$ cat src/logic/coulomb_pkg.sv
// Purpose: shared constants and types for the charge accumulator and cell model
// Assumes: byte-wide register port, 50 MHz sys_clk
// Notes:   current and bias share a weight of 1.5625 uV per bit
`default_nettype none
package coulomb_pkg;
  localparam logic [7:0] ADDR_ACR_MSB    = 8'h10;
  localparam logic [7:0] ADDR_ACR_LSB    = 8'h11;
  localparam logic [7:0] ADDR_BIAS       = 8'h61;
  localparam logic [7:0] ADDR_BP12       = 8'h70;
  localparam logic [7:0] ADDR_BP23       = 8'h71;
  localparam logic [7:0] ADDR_BP34       = 8'h72;
  localparam logic [7:0] ADDR_FULL40_MSB = 8'h73;
  localparam logic [7:0] ADDR_FULL40_LSB = 8'h74;
  localparam logic [7:0] ADDR_AE40_MSB   = 8'h75;
  localparam logic [7:0] ADDR_AE40_LSB   = 8'h76;
  localparam logic [7:0] ADDR_SLOPE_BASE = 8'h78;
  localparam logic [7:0] SLOPE_COUNT     = 8'h0c;
  localparam int         FRAC_BITS       = 12;
  localparam logic [15:0] ACR_RST        = 16'h0000;
  localparam logic [15:0] ACR_MAX        = 16'hffff;
  localparam logic [7:0]  BIAS_RST       = 8'h00;
  localparam logic [7:0]  BP_RST         = 8'h00;
  localparam logic [15:0] CELL_RST       = 16'h0000;
  localparam logic signed [15:0] CHG_BLANK = 16'sh0040;
  localparam logic signed [15:0] DIS_BLANK = 16'sh0010;
  localparam logic signed [7:0]  MODEL_TOP = 8'sh28;
  localparam int         SLOPE_SHIFT     = 14;
  localparam int         AE_SHIFT        = 10;
  localparam logic [9:0] OFFSET_SLOT     = 10'h3ff;
  localparam logic [5:0] NV_SAVE_SLOT    = 6'h00;
  localparam int         CONV_TIME_MS    = 3520;
  localparam int         CLK_HZ          = 50000000;
  localparam int         CONV_CYCLES_DOC = CONV_TIME_MS * (CLK_HZ / 1000);
  typedef enum logic [2:0] {
    MDL_IDLE = 3'b001,
    MDL_READ = 3'b010,
    MDL_STEP = 3'b100
  } model_state_t;
endpackage
`default_nettype wire

$ cat src/logic/slope_if.sv
// Purpose: carries slope table writes and reads between accumulator and table
// Assumes: one registered read per cycle
// Notes:   a word holds full, active-empty and standby-empty slopes of one segment
`default_nettype none
interface slope_if;
  logic [1:0]  wr_seg;
  logic [2:0]  wr_lane;
  logic [7:0]  wr_data;
  logic [1:0]  rd_seg;
  logic [23:0] rd_data;
  modport owner (output wr_seg, output wr_lane, output wr_data, output rd_seg, input rd_data);
  modport store (input wr_seg, input wr_lane, input wr_data, input rd_seg, output rd_data);
endinterface
`default_nettype wire

$ cat src/logic/charge_accumulator.sv
// Purpose: coulomb counter with bias, blanking, backup and temperature cell model
// Assumes: current_value holds the finished conversion result when a period ends
// Notes:   offset conversions cost one accumulation slot; a host write costs one, or two when made in a tick cycle
// How it works
// add each conversion result at period end
// sixteen-bit charge register, 6.25 uVh per bit
// hidden fractional bits, never host visible
// saturate at register maximum and minimum
// positive results under 100 uV ignored
// host writes high byte, then low byte
// host write clears hidden fraction
// host write forces an offset conversion
// accumulation resumes at second conversion after write
// back up charge, restore it at power-up
// signed bias added once per conversion
// bias restored from backup at power-up
// bias bypasses blanking entirely
// bias register at address 61h, signed
// five segments, flat above forty degrees
// segment four starts at forty degrees
// breakpoints programmable -128 to +40 degrees
// eight-bit slopes, 61 ppm per step
// curves rebuilt in one-degree steps
// curves normalised to full at forty degrees
// conversion period is 3.52 seconds
// discharge blanking only when enabled
// linear stepping from forty degrees downward
// offset conversion slot is not accumulated
`default_nettype none
module charge_accumulator
  import coulomb_pkg::*;
#(
  parameter int CONV_CYCLES = CONV_CYCLES_DOC
) (
  input  wire logic               sys_clk,
  input  wire logic               reset,
  input  wire logic [7:0]         reg_addr,
  input  wire logic [7:0]         reg_wdata,
  input  wire logic               reg_write,
  input  wire logic signed [15:0] current_value,
  input  wire logic               discharge_blank_enable,
  input  wire logic signed [7:0]  temperature,
  input  wire logic [15:0]        nv_acr_in,
  input  wire logic [7:0]         nv_bias_in,
  output logic [7:0]              reg_rdata,
  output logic                    offset_request,
  output logic                    nv_save_strobe,
  output logic [15:0]             nv_acr_out,
  output logic [7:0]              nv_bias_out,
  output logic [15:0]             full_capacity,
  output logic [15:0]             active_empty_capacity,
  output logic [15:0]             standby_empty_capacity,
  output logic                    model_ready
);
  localparam logic [27:0] TMR_LAST = 28'(CONV_CYCLES - 1);

  slope_if slope_bus ();

  logic [27:0]           tmr_reg;
  logic                  tick_reg;
  logic [9:0]            slot_reg;
  logic                  init_reg;
  logic                  force_offset_reg;
  logic [15:0]           acr_reg;
  logic [FRAC_BITS-1:0]  frac_reg;
  logic [7:0]            acr_pend_reg;
  logic [7:0]            bias_reg;
  logic signed [7:0]     bp12_reg;
  logic signed [7:0]     bp23_reg;
  logic signed [7:0]     bp34_reg;
  logic [15:0]           full40_reg;
  logic [15:0]           ae40_reg;
  logic [7:0]            reg_rdata_reg;
  logic                  offset_request_reg;
  logic                  nv_save_strobe_reg;
  logic [15:0]           nv_acr_out_reg;
  logic [7:0]            nv_bias_out_reg;
  logic                  offset_slot;
  logic                  lsb_write;
  logic                  acc_en;
  logic signed [15:0]    cur_eff;
  logic signed [29:0]    acc_sum;
  logic [27:0]           acc_next;
  logic signed [7:0]     bp_wdata;
  logic [7:0]            slope_idx;
  model_state_t          mdl_state_reg;
  logic signed [7:0]     t_reg;
  logic signed [7:0]     tgt_reg;
  logic [15:0]           full_reg;
  logic [15:0]           ae_reg;
  logic [15:0]           se_reg;
  logic [15:0]           full_capacity_reg;
  logic [15:0]           ae_capacity_reg;
  logic [15:0]           se_capacity_reg;
  logic                  model_ready_reg;
  logic [31:0]           ae_prod;
  logic [9:0]            d_full;
  logic [9:0]            d_ae;
  logic [9:0]            d_se;
  logic [16:0]           full_sub;
  logic [16:0]           ae_add;
  logic [16:0]           se_add;

  slope_table u_slope_table (
    .sys_clk (sys_clk),
    .reset   (reset),
    .tbl     (slope_bus.store)
  );

  // conversion time base; the current result is taken as final on the tick
  always_ff @(posedge sys_clk) begin
    if (reset) begin
      tmr_reg  <= 28'h0000000;
      tick_reg <= 1'b0;
    end else if (tmr_reg == TMR_LAST) begin
      tmr_reg  <= 28'h0000000;
      tick_reg <= 1'b1;
    end else begin
      tmr_reg  <= tmr_reg + 28'h0000001;
      tick_reg <= 1'b0;
    end
  end

  always_ff @(posedge sys_clk) begin
    if (reset) begin
      slot_reg <= 10'h000;
    end else if (tick_reg) begin
      slot_reg <= slot_reg + 10'h001;
    end
  end

  // high through reset and the first cycle after, when backups are caught
  always_ff @(posedge sys_clk) begin
    if (reset) begin
      init_reg <= 1'b1;
    end else begin
      init_reg <= 1'b0;
    end
  end

  assign lsb_write   = reg_write && (reg_addr == ADDR_ACR_LSB) && !init_reg;
  assign offset_slot = force_offset_reg || (slot_reg == OFFSET_SLOT);
  // a write in the tick cycle takes the slot as well
  assign acc_en      = tick_reg && !offset_slot && !lsb_write;

  // set wins over the tick that would clear it
  always_ff @(posedge sys_clk) begin
    if (reset) begin
      force_offset_reg <= 1'b0;
    end else if (lsb_write) begin
      force_offset_reg <= 1'b1;
    end else if (tick_reg) begin
      force_offset_reg <= 1'b0;
    end
  end

  always_ff @(posedge sys_clk) begin
    if (reset) begin
      offset_request_reg <= 1'b0;
    end else begin
      offset_request_reg <= tick_reg && offset_slot;
    end
  end

  always_comb begin
    cur_eff = current_value;
    if (current_value > 16'sh0000 && current_value < CHG_BLANK) begin
      cur_eff = 16'sh0000;
    end
    if (discharge_blank_enable && current_value < 16'sh0000 && current_value > -DIS_BLANK) begin
      cur_eff = 16'sh0000;
    end
    // bias joins after blanking, so small biases still count
    acc_sum = $signed({2'b00, acr_reg, frac_reg}) + 30'(cur_eff)
            + 30'($signed(bias_reg));
    if (acc_sum < 30'sh00000000) begin
      acc_next = 28'h0000000;
    end else if (acc_sum > $signed({2'b00, ACR_MAX, {FRAC_BITS{1'b1}}})) begin
      acc_next = {ACR_MAX, {FRAC_BITS{1'b1}}};
    end else begin
      acc_next = acc_sum[27:0];
    end
  end

  // high byte waits here until the low byte commits the pair
  always_ff @(posedge sys_clk) begin
    if (reset) begin
      acr_pend_reg <= 8'h00;
    end else if (reg_write && reg_addr == ADDR_ACR_MSB) begin
      acr_pend_reg <= reg_wdata;
    end
  end

  always_ff @(posedge sys_clk) begin
    if (reset) begin
      acr_reg  <= ACR_RST;
      frac_reg <= '0;
    end else if (init_reg) begin
      acr_reg  <= nv_acr_in;
      frac_reg <= '0;
    end else if (lsb_write) begin
      acr_reg  <= {acr_pend_reg, reg_wdata};
      frac_reg <= '0;
    end else if (acc_en) begin
      {acr_reg, frac_reg} <= acc_next;
    end
  end

  always_ff @(posedge sys_clk) begin
    if (reset) begin
      bias_reg <= BIAS_RST;
    end else if (init_reg) begin
      bias_reg <= nv_bias_in;
    end else if (reg_write && reg_addr == ADDR_BIAS) begin
      bias_reg <= reg_wdata;
    end
  end

  always_ff @(posedge sys_clk) begin
    if (reset) begin
      nv_save_strobe_reg <= 1'b0;
      nv_acr_out_reg     <= ACR_RST;
      nv_bias_out_reg    <= BIAS_RST;
    end else begin
      nv_save_strobe_reg <= tick_reg && (slot_reg[5:0] == NV_SAVE_SLOT);
      if (tick_reg && slot_reg[5:0] == NV_SAVE_SLOT) begin
        nv_acr_out_reg  <= acr_reg;
        nv_bias_out_reg <= bias_reg;
      end
    end
  end

  // breakpoints above the flat segment are pulled back to its edge
  assign bp_wdata = ($signed(reg_wdata) > MODEL_TOP) ? MODEL_TOP : $signed(reg_wdata);

  always_ff @(posedge sys_clk) begin
    if (reset) begin
      bp12_reg   <= BP_RST;
      bp23_reg   <= BP_RST;
      bp34_reg   <= BP_RST;
      full40_reg <= CELL_RST;
      ae40_reg   <= CELL_RST;
    end else if (reg_write) begin
      unique case (reg_addr)
        ADDR_BP12:       bp12_reg <= bp_wdata;
        ADDR_BP23:       bp23_reg <= bp_wdata;
        ADDR_BP34:       bp34_reg <= bp_wdata;
        ADDR_FULL40_MSB: full40_reg[15:8] <= reg_wdata;
        ADDR_FULL40_LSB: full40_reg[7:0]  <= reg_wdata;
        ADDR_AE40_MSB:   ae40_reg[15:8]   <= reg_wdata;
        ADDR_AE40_LSB:   ae40_reg[7:0]    <= reg_wdata;
        default: ;
      endcase
    end
  end

  // slope addresses: curve in idx[3:2], segment in idx[1:0]
  assign slope_idx = reg_addr - ADDR_SLOPE_BASE;
  assign slope_bus.wr_seg  = slope_idx[1:0];
  assign slope_bus.wr_data = reg_wdata;
  assign slope_bus.wr_lane = (reg_write && reg_addr >= ADDR_SLOPE_BASE
                              && slope_idx < SLOPE_COUNT)
                             ? 3'(3'b001 << slope_idx[3:2]) : 3'b000;

  // segment of the degree below t_reg: four is nearest forty
  always_comb begin
    if (t_reg > bp34_reg) begin
      slope_bus.rd_seg = 2'd3;
    end else if (t_reg > bp23_reg) begin
      slope_bus.rd_seg = 2'd2;
    end else if (t_reg > bp12_reg) begin
      slope_bus.rd_seg = 2'd1;
    end else begin
      slope_bus.rd_seg = 2'd0;
    end
  end

  // 61 ppm is close to 2^-14 of the forty-degree full value
  always_comb begin
    d_full   = 10'((24'(full40_reg) * 24'(slope_bus.rd_data[7:0])) >> SLOPE_SHIFT);
    d_ae     = 10'((24'(full40_reg) * 24'(slope_bus.rd_data[15:8])) >> SLOPE_SHIFT);
    d_se     = 10'((24'(full40_reg) * 24'(slope_bus.rd_data[23:16])) >> SLOPE_SHIFT);
    full_sub = {1'b0, full_reg} - 17'(d_full);
    ae_add   = {1'b0, ae_reg} + 17'(d_ae);
    se_add   = {1'b0, se_reg} + 17'(d_se);
    ae_prod  = 32'(full40_reg) * 32'(ae40_reg);
  end

  // full falls and both empties rise toward colder temperatures
  always_ff @(posedge sys_clk) begin
    if (reset) begin
      mdl_state_reg <= MDL_IDLE;
      t_reg         <= MODEL_TOP;
      tgt_reg       <= MODEL_TOP;
      full_reg      <= CELL_RST;
      ae_reg        <= CELL_RST;
      se_reg        <= CELL_RST;
    end else begin
      unique case (mdl_state_reg)
        MDL_IDLE: begin
          if (tick_reg || init_reg) begin
            t_reg    <= MODEL_TOP;
            tgt_reg  <= temperature;
            full_reg <= full40_reg;
            ae_reg   <= (ae_prod[31:26] != 6'h00) ? 16'hffff : ae_prod[25:AE_SHIFT];
            se_reg   <= CELL_RST;
            if (temperature < MODEL_TOP) begin
              mdl_state_reg <= MDL_READ;
            end
          end
        end
        MDL_READ: mdl_state_reg <= MDL_STEP;
        MDL_STEP: begin
          full_reg <= full_sub[16] ? 16'h0000 : full_sub[15:0];
          ae_reg   <= ae_add[16] ? 16'hffff : ae_add[15:0];
          se_reg   <= se_add[16] ? 16'hffff : se_add[15:0];
          t_reg    <= t_reg - 8'sh01;
          mdl_state_reg <= (t_reg - 8'sh01 == tgt_reg) ? MDL_IDLE : MDL_READ;
        end
        default: mdl_state_reg <= MDL_IDLE;
      endcase
    end
  end

  // results publish when a walk ends or on a flat-segment update with no walk, never mid-walk
  always_ff @(posedge sys_clk) begin
    if (reset) begin
      full_capacity_reg <= CELL_RST;
      ae_capacity_reg   <= CELL_RST;
      se_capacity_reg   <= CELL_RST;
      model_ready_reg   <= 1'b0;
    end else if (mdl_state_reg == MDL_IDLE && (tick_reg || init_reg)
                 && temperature >= MODEL_TOP) begin
      full_capacity_reg <= full40_reg;
      ae_capacity_reg   <= (ae_prod[31:26] != 6'h00) ? 16'hffff : ae_prod[25:AE_SHIFT];
      se_capacity_reg   <= CELL_RST;
      model_ready_reg   <= 1'b1;
    end else if (mdl_state_reg == MDL_STEP && t_reg - 8'sh01 == tgt_reg) begin
      full_capacity_reg <= full_sub[16] ? 16'h0000 : full_sub[15:0];
      ae_capacity_reg   <= ae_add[16] ? 16'hffff : ae_add[15:0];
      se_capacity_reg   <= se_add[16] ? 16'hffff : se_add[15:0];
      model_ready_reg   <= 1'b1;
    end
  end

  // fraction bits have no address
  always_ff @(posedge sys_clk) begin
    if (reset) begin
      reg_rdata_reg <= 8'h00;
    end else begin
      unique case (reg_addr)
        ADDR_ACR_MSB:    reg_rdata_reg <= acr_reg[15:8];
        ADDR_ACR_LSB:    reg_rdata_reg <= acr_reg[7:0];
        ADDR_BIAS:       reg_rdata_reg <= bias_reg;
        ADDR_BP12:       reg_rdata_reg <= bp12_reg;
        ADDR_BP23:       reg_rdata_reg <= bp23_reg;
        ADDR_BP34:       reg_rdata_reg <= bp34_reg;
        ADDR_FULL40_MSB: reg_rdata_reg <= full40_reg[15:8];
        ADDR_FULL40_LSB: reg_rdata_reg <= full40_reg[7:0];
        ADDR_AE40_MSB:   reg_rdata_reg <= ae40_reg[15:8];
        ADDR_AE40_LSB:   reg_rdata_reg <= ae40_reg[7:0];
        default:         reg_rdata_reg <= 8'h00;
      endcase
    end
  end

  assign reg_rdata              = reg_rdata_reg;
  assign offset_request         = offset_request_reg;
  assign nv_save_strobe         = nv_save_strobe_reg;
  assign nv_acr_out             = nv_acr_out_reg;
  assign nv_bias_out            = nv_bias_out_reg;
  assign full_capacity          = full_capacity_reg;
  assign active_empty_capacity  = ae_capacity_reg;
  assign standby_empty_capacity = se_capacity_reg;
  assign model_ready            = model_ready_reg;
endmodule
`default_nettype wire

$ cat src/logic/slope_table.sv
// Purpose: four-segment slope store, one byte lane per model curve
// Assumes: lane 0 full, lane 1 active empty, lane 2 standby empty
// Notes:   read data is registered, so a new segment appears one cycle later
`default_nettype none
module slope_table
  import coulomb_pkg::*;
(
  input wire logic sys_clk,
  input wire logic reset,
  slope_if.store   tbl
);
  logic [7:0] rd_lane [3];

  for (genvar l = 0; l < 3; l++) begin : g_lane
    logic [7:0] lane_mem [4];
    always_ff @(posedge sys_clk) begin
      if (reset) begin
        for (int s = 0; s < 4; s++) begin
          lane_mem[s] <= 8'h00;
        end
      end else if (tbl.wr_lane[l]) begin
        lane_mem[tbl.wr_seg] <= tbl.wr_data;
      end
    end
    always_ff @(posedge sys_clk) begin
      rd_lane[l] <= lane_mem[tbl.rd_seg];
    end
  end

  assign tbl.rd_data = {rd_lane[2], rd_lane[1], rd_lane[0]};
endmodule
`default_nettype wire

$ cat config.mk
export PLATFORM = sky130hd
export DESIGN_NAME = charge_accumulator
export DESIGN_NICKNAME = d
export VERILOG_FILES = /design/src/logic/coulomb_pkg.sv /design/src/logic/slope_if.sv /design/src/logic/charge_accumulator.sv /design/src/logic/slope_table.sv
export SDC_FILE = /design/constraint.sdc
export NUM_CORES = 2
export LEC_CHECK = 0
export BUFFER_PORTS_ARGS = -buffer_cell sky130_fd_sc_hd__buf_2
export CAP_MARGIN = 20
export CORE_ASPECT_RATIO = 1.1
export CORE_MARGIN = 1
export CORE_UTILIZATION = 45
export DETAILED_ROUTE_END_ITERATION = 10
export MAX_ROUTING_LAYER = met4
export SLEW_MARGIN = 25
export SYNTH_ARGS = -nofsm -noshare
export SYNTH_HDL_FRONTEND = slang
export SYNTH_SLANG_ARGS = --single-unit
export TNS_END_PERCENT = 50
$ cat constraint.sdc
create_clock -name sys_clk -period 9 [get_ports sys_clk]
set_input_delay 0.45 -clock sys_clk [delete_from_list [all_inputs] [get_ports sys_clk]]
set_output_delay 0.45 -clock sys_clk [all_outputs]
set_load 0.005 [all_outputs]
== Word-level counts from Yosys, hierarchy flattened ==
Memories as Yosys holds them, arrays and structs flattened.
Index checks and enable logic that the tools add are counted.

* Flip-flop bits (word level): 291
* RAM bits: 120
* Input bits: 68
* Output and inout bits: 83
* Word-level logic and storage cells: 185
* Memories kept: 4

{| class="wikitable"
|+ Memories
! name !! depth !! width !! rd ports !! clocked after Yosys merged registers in !! write ports !! RTL line !! source
|-
| u_slope_table.g_lane[0].lane_mem || 4 || 8 || 1 || 0 || 4 || slope_table.sv:15 || <nowiki>logic [7:0] lane_mem [4];</nowiki>
|-
| u_slope_table.g_lane[1].lane_mem || 4 || 8 || 1 || 0 || 4 || slope_table.sv:15 ||
|-
| u_slope_table.g_lane[2].lane_mem || 4 || 8 || 1 || 0 || 4 || slope_table.sv:15 ||
|-
| u_slope_table.rd_lane || 3 || 8 || 3 || 0 || 3 || slope_table.sv:12 || <nowiki>logic [7:0] rd_lane [3];</nowiki>
|}

* Add/sub/neg operators: 9
* Multipliers: 4
* $lt $le $gt $ge: 14
* Equal/unequal tests: 18
* Shift operators: 1
* Multiplexer cells: 60
* Reductions and logical operators: 44

{| class="wikitable"
|+ Operators by type and width
! operator !! number
|-
| 2-to-1 mux 16 bit || 16
|-
| case mux 16 bit (2 select lines) || 3
|-
| case mux 8 bit (10 select lines) || 1
|-
| multiplier 16 x 8 -> 24 bit || 3
|-
| == test 8 x 7 -> 1 bit (second input constant) || 8
|-
| 2-to-1 mux 28 bit || 2
|-
| 2-to-1 mux 8 bit || 7
|-
| adder 16 x 10 -> 17 bit || 2
|-
| multiplier 16 x 16 -> 32 bit || 1
|-
| adder 29 x 16 -> 30 bit || 1
|-
| adder 30 x 8 -> 30 bit || 1
|-
| > comparator 30 x 29 -> 1 bit (second input constant) || 1
|-
| less-than comparator 30 x 1 -> 1 bit (second input constant) || 1
|-
| adder 28 x 1 -> 28 bit (second input constant) || 1
|-
| == test 28 bit (second input constant) || 1
|-
| > comparator 8 bit || 3
|-
| OR reduction 8 bit || 3
|-
| 2-to-1 mux 1 bit || 20
|-
| AND reduction 2 bit || 10
|-
| subtractor 16 x 10 -> 17 bit || 1
|-
| == test 8 x 5 -> 1 bit (second input constant) || 2
|-
| >= comparator 8 x 7 -> 1 bit (second input constant) || 2
|-
| > comparator 16 x 1 -> 1 bit (second input constant) || 1
|-
| > comparator 16 x 5 -> 1 bit (second input constant) || 1
|-
| 28 further kinds || 58
|}

== Depth between registers and ports, before layout ==
* Depth after elaboration: 12
* Gate-level depth with buffers: 31
* Mapped depth without buffers: 28

== Cells and area by module ==
From an unflattened synthesis, not the netlist that was laid out.

* Cell total of the unflattened synthesis: 4655
* Area, all modules: 40865.4 µm²

{| class="wikitable"
|+ By module, submodules not included
! module !! instances !! cells an instance !! area each (µm²) !! sequential area each (µm²)
|-
| charge_accumulator || 1 || 4356 || 36068.3 || 5825.6
|-
| slope_table || 1 || 299 || 4797.1 || 3363.2
|}

== Worst setup path after synthesis ==
OpenSTA, ideal clock, no wires.

* Path kind: register to register
* Start: reg full40_reg[1]
* End: reg full_reg[13]
* Library setup time: 128 ps
* Arrival time: 6969 ps
* Data required time: 8872 ps
* Slack: 1903 ps
* Cell stages (with the launch flop): 29
* Path buffers: 4
* Clock period less this slack: 7097 ps
* Cell sequence: dfxtp_1 clkbuf_1 clkbuf_1 clkbuf_1 nand2_1 fa_1 fa_1 inv_1 fa_1 fa_1 ha_1 a21o_1 a21o_1 a21oi_1 o31ai_1 a221oi_1 a21oi_1 a211o_1 a21oi_1 xnor2_1 ha_1 or3_1 or2_2 or3_1 nor2b_1 clkbuf_1 nor2_1 a222oi_1 nor2_1

* Longest elaborated chain between the ends: 4

{| class="wikitable"
|+ Ends and longest elaborated chain
! element !! RTL line !! source
|-
| start: declaration || charge_accumulator.sv:71 || <nowiki>logic [15:0] full40_reg;</nowiki>
|-
| start signal: assignment || charge_accumulator.sv:249 || <nowiki>ADDR_FULL40_LSB: full40_reg[7:0] <= reg_wdata;</nowiki>
|-
| multiplier 16 x 8 -> 24 bit || charge_accumulator.sv:280 || <nowiki>d_full = 10'((24'(full40_reg) * 24'(slope_bus.rd_data[7:0])) >> SLOPE_SHIFT);</nowiki>
|-
| subtractor 16 x 10 -> 17 bit || charge_accumulator.sv:283 || <nowiki>full_sub = {1'b0, full_reg} - 17'(d_full);</nowiki>
|-
| 2-to-1 mux 16 bit || charge_accumulator.sv:314 || <nowiki>full_reg <= full_sub[16] ? 16'h0000 : full_sub[15:0];</nowiki>
|-
| case mux 16 bit (2 select lines) || charge_accumulator.sv:299 || <nowiki>unique case (mdl_state_reg)</nowiki>
|-
| end signal: assignment || charge_accumulator.sv:304 || <nowiki>full_reg <= full40_reg;</nowiki>
|-
| end signal: assignment || charge_accumulator.sv:314 ||
|-
| end: declaration || charge_accumulator.sv:89 || <nowiki>logic [15:0] full_reg;</nowiki>
|}

No other way between the ends.
A chain may end at the register's enable or synchronous reset.

== Final worst setup path ==
* Start: reg full40_reg[6]
* End: reg full_reg[13]

Same word-level chain as after synthesis.

==> metrics.txt <==
sequential area share after synthesis=22.3%; Pleak=20.8 nW; initial core utilization=45.7%; htree depth=2; drt total wl=118,000 µm; # IOs=151; deepest clock path buffer count=3; synthesis warning total=0; number of global-route vias before repair=34,400; critical path class=flop to flop; final hold violation count=0; initial DRC count=2,333; PortBufs=150; Placed Instances=5,927; worst-margin pin slew=1.00 ns; final period utilization=88.8%; syn nets=5,660; # setup viols final=0; placed instance area=43,000 µm²; cell row count=115; setup TNS=0 ns; area of the die=92,600 µm²; antenna cell count=0; status=finished clean; cts repair resizes=0; fill cell count=8,597; CTS Buf Count=46; Die Y=319 µm; crit path max-delay cell type=a221oi_1; gr ovfl total=0; max-cap violations=0; chip width=290 µm; share of layout cells above drive strength 1=7.31%; Core Footprint=89,900 µm²; initial antenna violation count=0; Max FO, Critical Path=21; largest net degree at the start of global routing=76; clock skew=0.0533 ns; Buf/Inv on CP=2; fin nets=5,660; Final Instance Count excl. Fillers=6,012; CTS tree=done; cts hold-fix bufs=0; Tmin final=7.99 ns; drt drc=0; Largest register FFs=96; DR WL/cell=19.6 µm; mean post-synth cell area=8.56 µm²; Post-Syn Instances=4,805; maximum VDD drop=0.000156 V; Worst Path Required=9.47 ns; Pre-antenna DRT Iters=7; Worst-Skew Late Latency=0.63 ns; total track usage=26.7%; startpoint types=flop; post-synthesis cell area=41,100 µm²; number of synthesized flops with an enable pin=96; Post-CTS Setup Bufs=0; clk slew on worst S/H paths=0.06 ns; TritonCTS Sinks=411; fin util=49.5%; unrepaired setup endpoints after global routing=false; fin worst setup slack=1.01 ns; Main synth FF type=dfxtp_1; global-route wire length before repair=191,000 µm; final slew viol count=0; via-per-instance ratio=5.59; CP Capture Type=flop; area grow syn2layout=8.35%; worst hold path class=primary input to flop; crit-path leading delay family=compound AO/OA/AOI/OAI gates; max incr delay on CP=0.79 ns; Root Buffer=clkbuf_16; post-synthesis cell type count=80; DP Worst Slack=1.13 ns; FFs w/ async S/R, synth=0%; register area=9200 µm²; Final ANT Viol Nets=0; Post-DP HPWL=88,100 µm; Max Clock Freq=125 MHz; Final Cell Area=44,600 µm²; GP Congestion=0.913; post-synthesis register bit count=411; area occupied by multi-input gates=28,600 µm²; WP data arrival=8.46 ns; Crit path top cell by count=fa_1; Max-slew headroom=32.6%; Power Density=103 nW/µm²; routed vias=33,600
## final timing paths
check | from | end | slack, ns | cells after the start
setup / recovery | full40_reg[6]$_SDFFE_PP0P_ | full_reg[13]$_SDFFE_PP0P_ | 1.01 | 25
hold / removal | nv_bias_in[7] | bias_reg[7]$_SDFFE_PP0P_ | 0.07 | 3
setup reg to reg | full40_reg[6]$_SDFFE_PP0P_ | full_reg[13]$_SDFFE_PP0P_ | 1.01 | 25
hold reg to reg | u_slope_table.g_lane[2].lane_mem[3][3]$_DFFE_PP_ | u_slope_table.rd_lane[0][19]$_DFF_P_ | 0.44 | 2
## cells by family (layout without fill, tap and decap cells)
group	Yosys count	in the layout	share of synthesized area, %
flops	411	411	22.3
simple gates	1744	1744	20.4
xor+xnor	133	133	2.83
buf+inv	914	951	8.37
mux	42	42	1.04
fa+ha+maj	788	788	32.6
compound gates	773	773	12.4
## cell usage after synthesis (9+ instances only)
| master | instances | area, µm² |
|---|---|---|
| or3_1 | 19 | 119 |
| nand3_1 | 143 | 716 |
| a21o_1 | 30 | 225 |
| nand2_1 | 631 | 2370 |
| nand2b_1 | 22 | 138 |
| nor3_1 | 65 | 325 |
| dfxtp_1 | 315 | 6310 |
| and3_1 | 54 | 338 |
| o21a_1 | 30 | 225 |
| nor2b_1 | 31 | 194 |
| nor2_1 | 311 | 1170 |
| o21ai_0 | 107 | 536 |
| nand4_1 | 30 | 188 |
| a22oi_1 | 21 | 158 |
| buf_1 | 11 | 41.3 |
| a221oi_1 | 30 | 263 |
| and2_1 | 371 | 2320 |
| inv_1 | 634 | 2380 |
| a211oi_1 | 40 | 300 |
| nor4_1 | 11 | 68.8 |
| ha_1 | 312 | 3900 |
| xnor2_1 | 75 | 657 |
| a31oi_1 | 34 | 213 |
| o22ai_1 | 12 | 75.1 |
| edfxtp_1 | 96 | 2880 |
| o221ai_1 | 27 | 236 |
| a222oi_1 | 21 | 210 |
| o31ai_1 | 43 | 323 |
| a21oi_1 | 273 | 1370 |
| nor3b_1 | 11 | 82.6 |
| a22o_1 | 9 | 78.8 |
| and4_1 | 9 | 78.8 |
| mux2i_1 | 36 | 360 |
| a2111oi_0 | 9 | 78.8 |
| fa_1 | 475 | 9510 |
| xor2_1 | 58 | 508 |
| clkbuf_1 | 260 | 976 |
| or2_2 | 9 | 56.3 |
## where the power goes
part	internal [mW]	switching (mW)
Combinational	0.201	0.412
Clock	1.12	0.835
Sequential	1.94	0.0819
Total	3.26	1.33
## layout make-up
type                       count  area share [%]
clock buffer                  70            3.01
tap                         1170            3.29
timing repair buffer         232            3.16
clock inverter                15           0.458
sequential                   411            20.6
inverter                     634            5.34
multi-input combinational   3480            64.1
## worst min-delay path, delay by kind of cell
| family | cells | cell delay (ns) |
|---|---|---|
| buffers and inverters | 1 | 0.08 |
| and+or+nand+nor | 1 | 0.07 |
| AOI/OAI and AO/OA | 1 | 0.05 |
## metal layers
metal | track usage [%] | vias to the layer above | part of all wire [%]
met5 | - | - | 0
met4 | 8.25 | 0 | 2.9
met3 | 2.68 | 180 | 5.1
met2 | 44.8 | 911 | 48
met1 | 34.0 | 16700 | 43
li1 | - | 15800 | -
## placed cells by master, fill, tap and decap left out, types with 40 or more instances in the layout
cell,synthesis,layout
inv_1,634,634
nand2_1,631,631
fa_1,475,475
and2_1,371,371
ha_1,312,312
nor2_1,311,309
dfxtp_1,315,306
a21oi_1,273,271
buf_2,8,149
nand3_1,143,143
o21ai_0,107,107
edfxtp_1,96,96
buf_4,0,79
xnor2_1,75,75
nor3_1,65,62
xor2_1,58,58
and3_1,54,54
clkbuf_16,0,46
o31ai_1,43,43
a211oi_1,40,40
## per-stage QoR
| step | total power [mW] | hold WS (ns) |
|---|---|---|
| 2_1_floorplan | 2.44 | 0.425 |
| 3_3_place_gp | 2.66 | 0.436 |
| 3_5_place_dp | 2.67 | 0.437 |
| 4_1_cts | 4.62 | 0.0372 |
| 5_1_grt | 4.77 | 0.0734 |
| 6_report | 4.59 | 0.0692 |
Power figures use the tool's default switching activity.
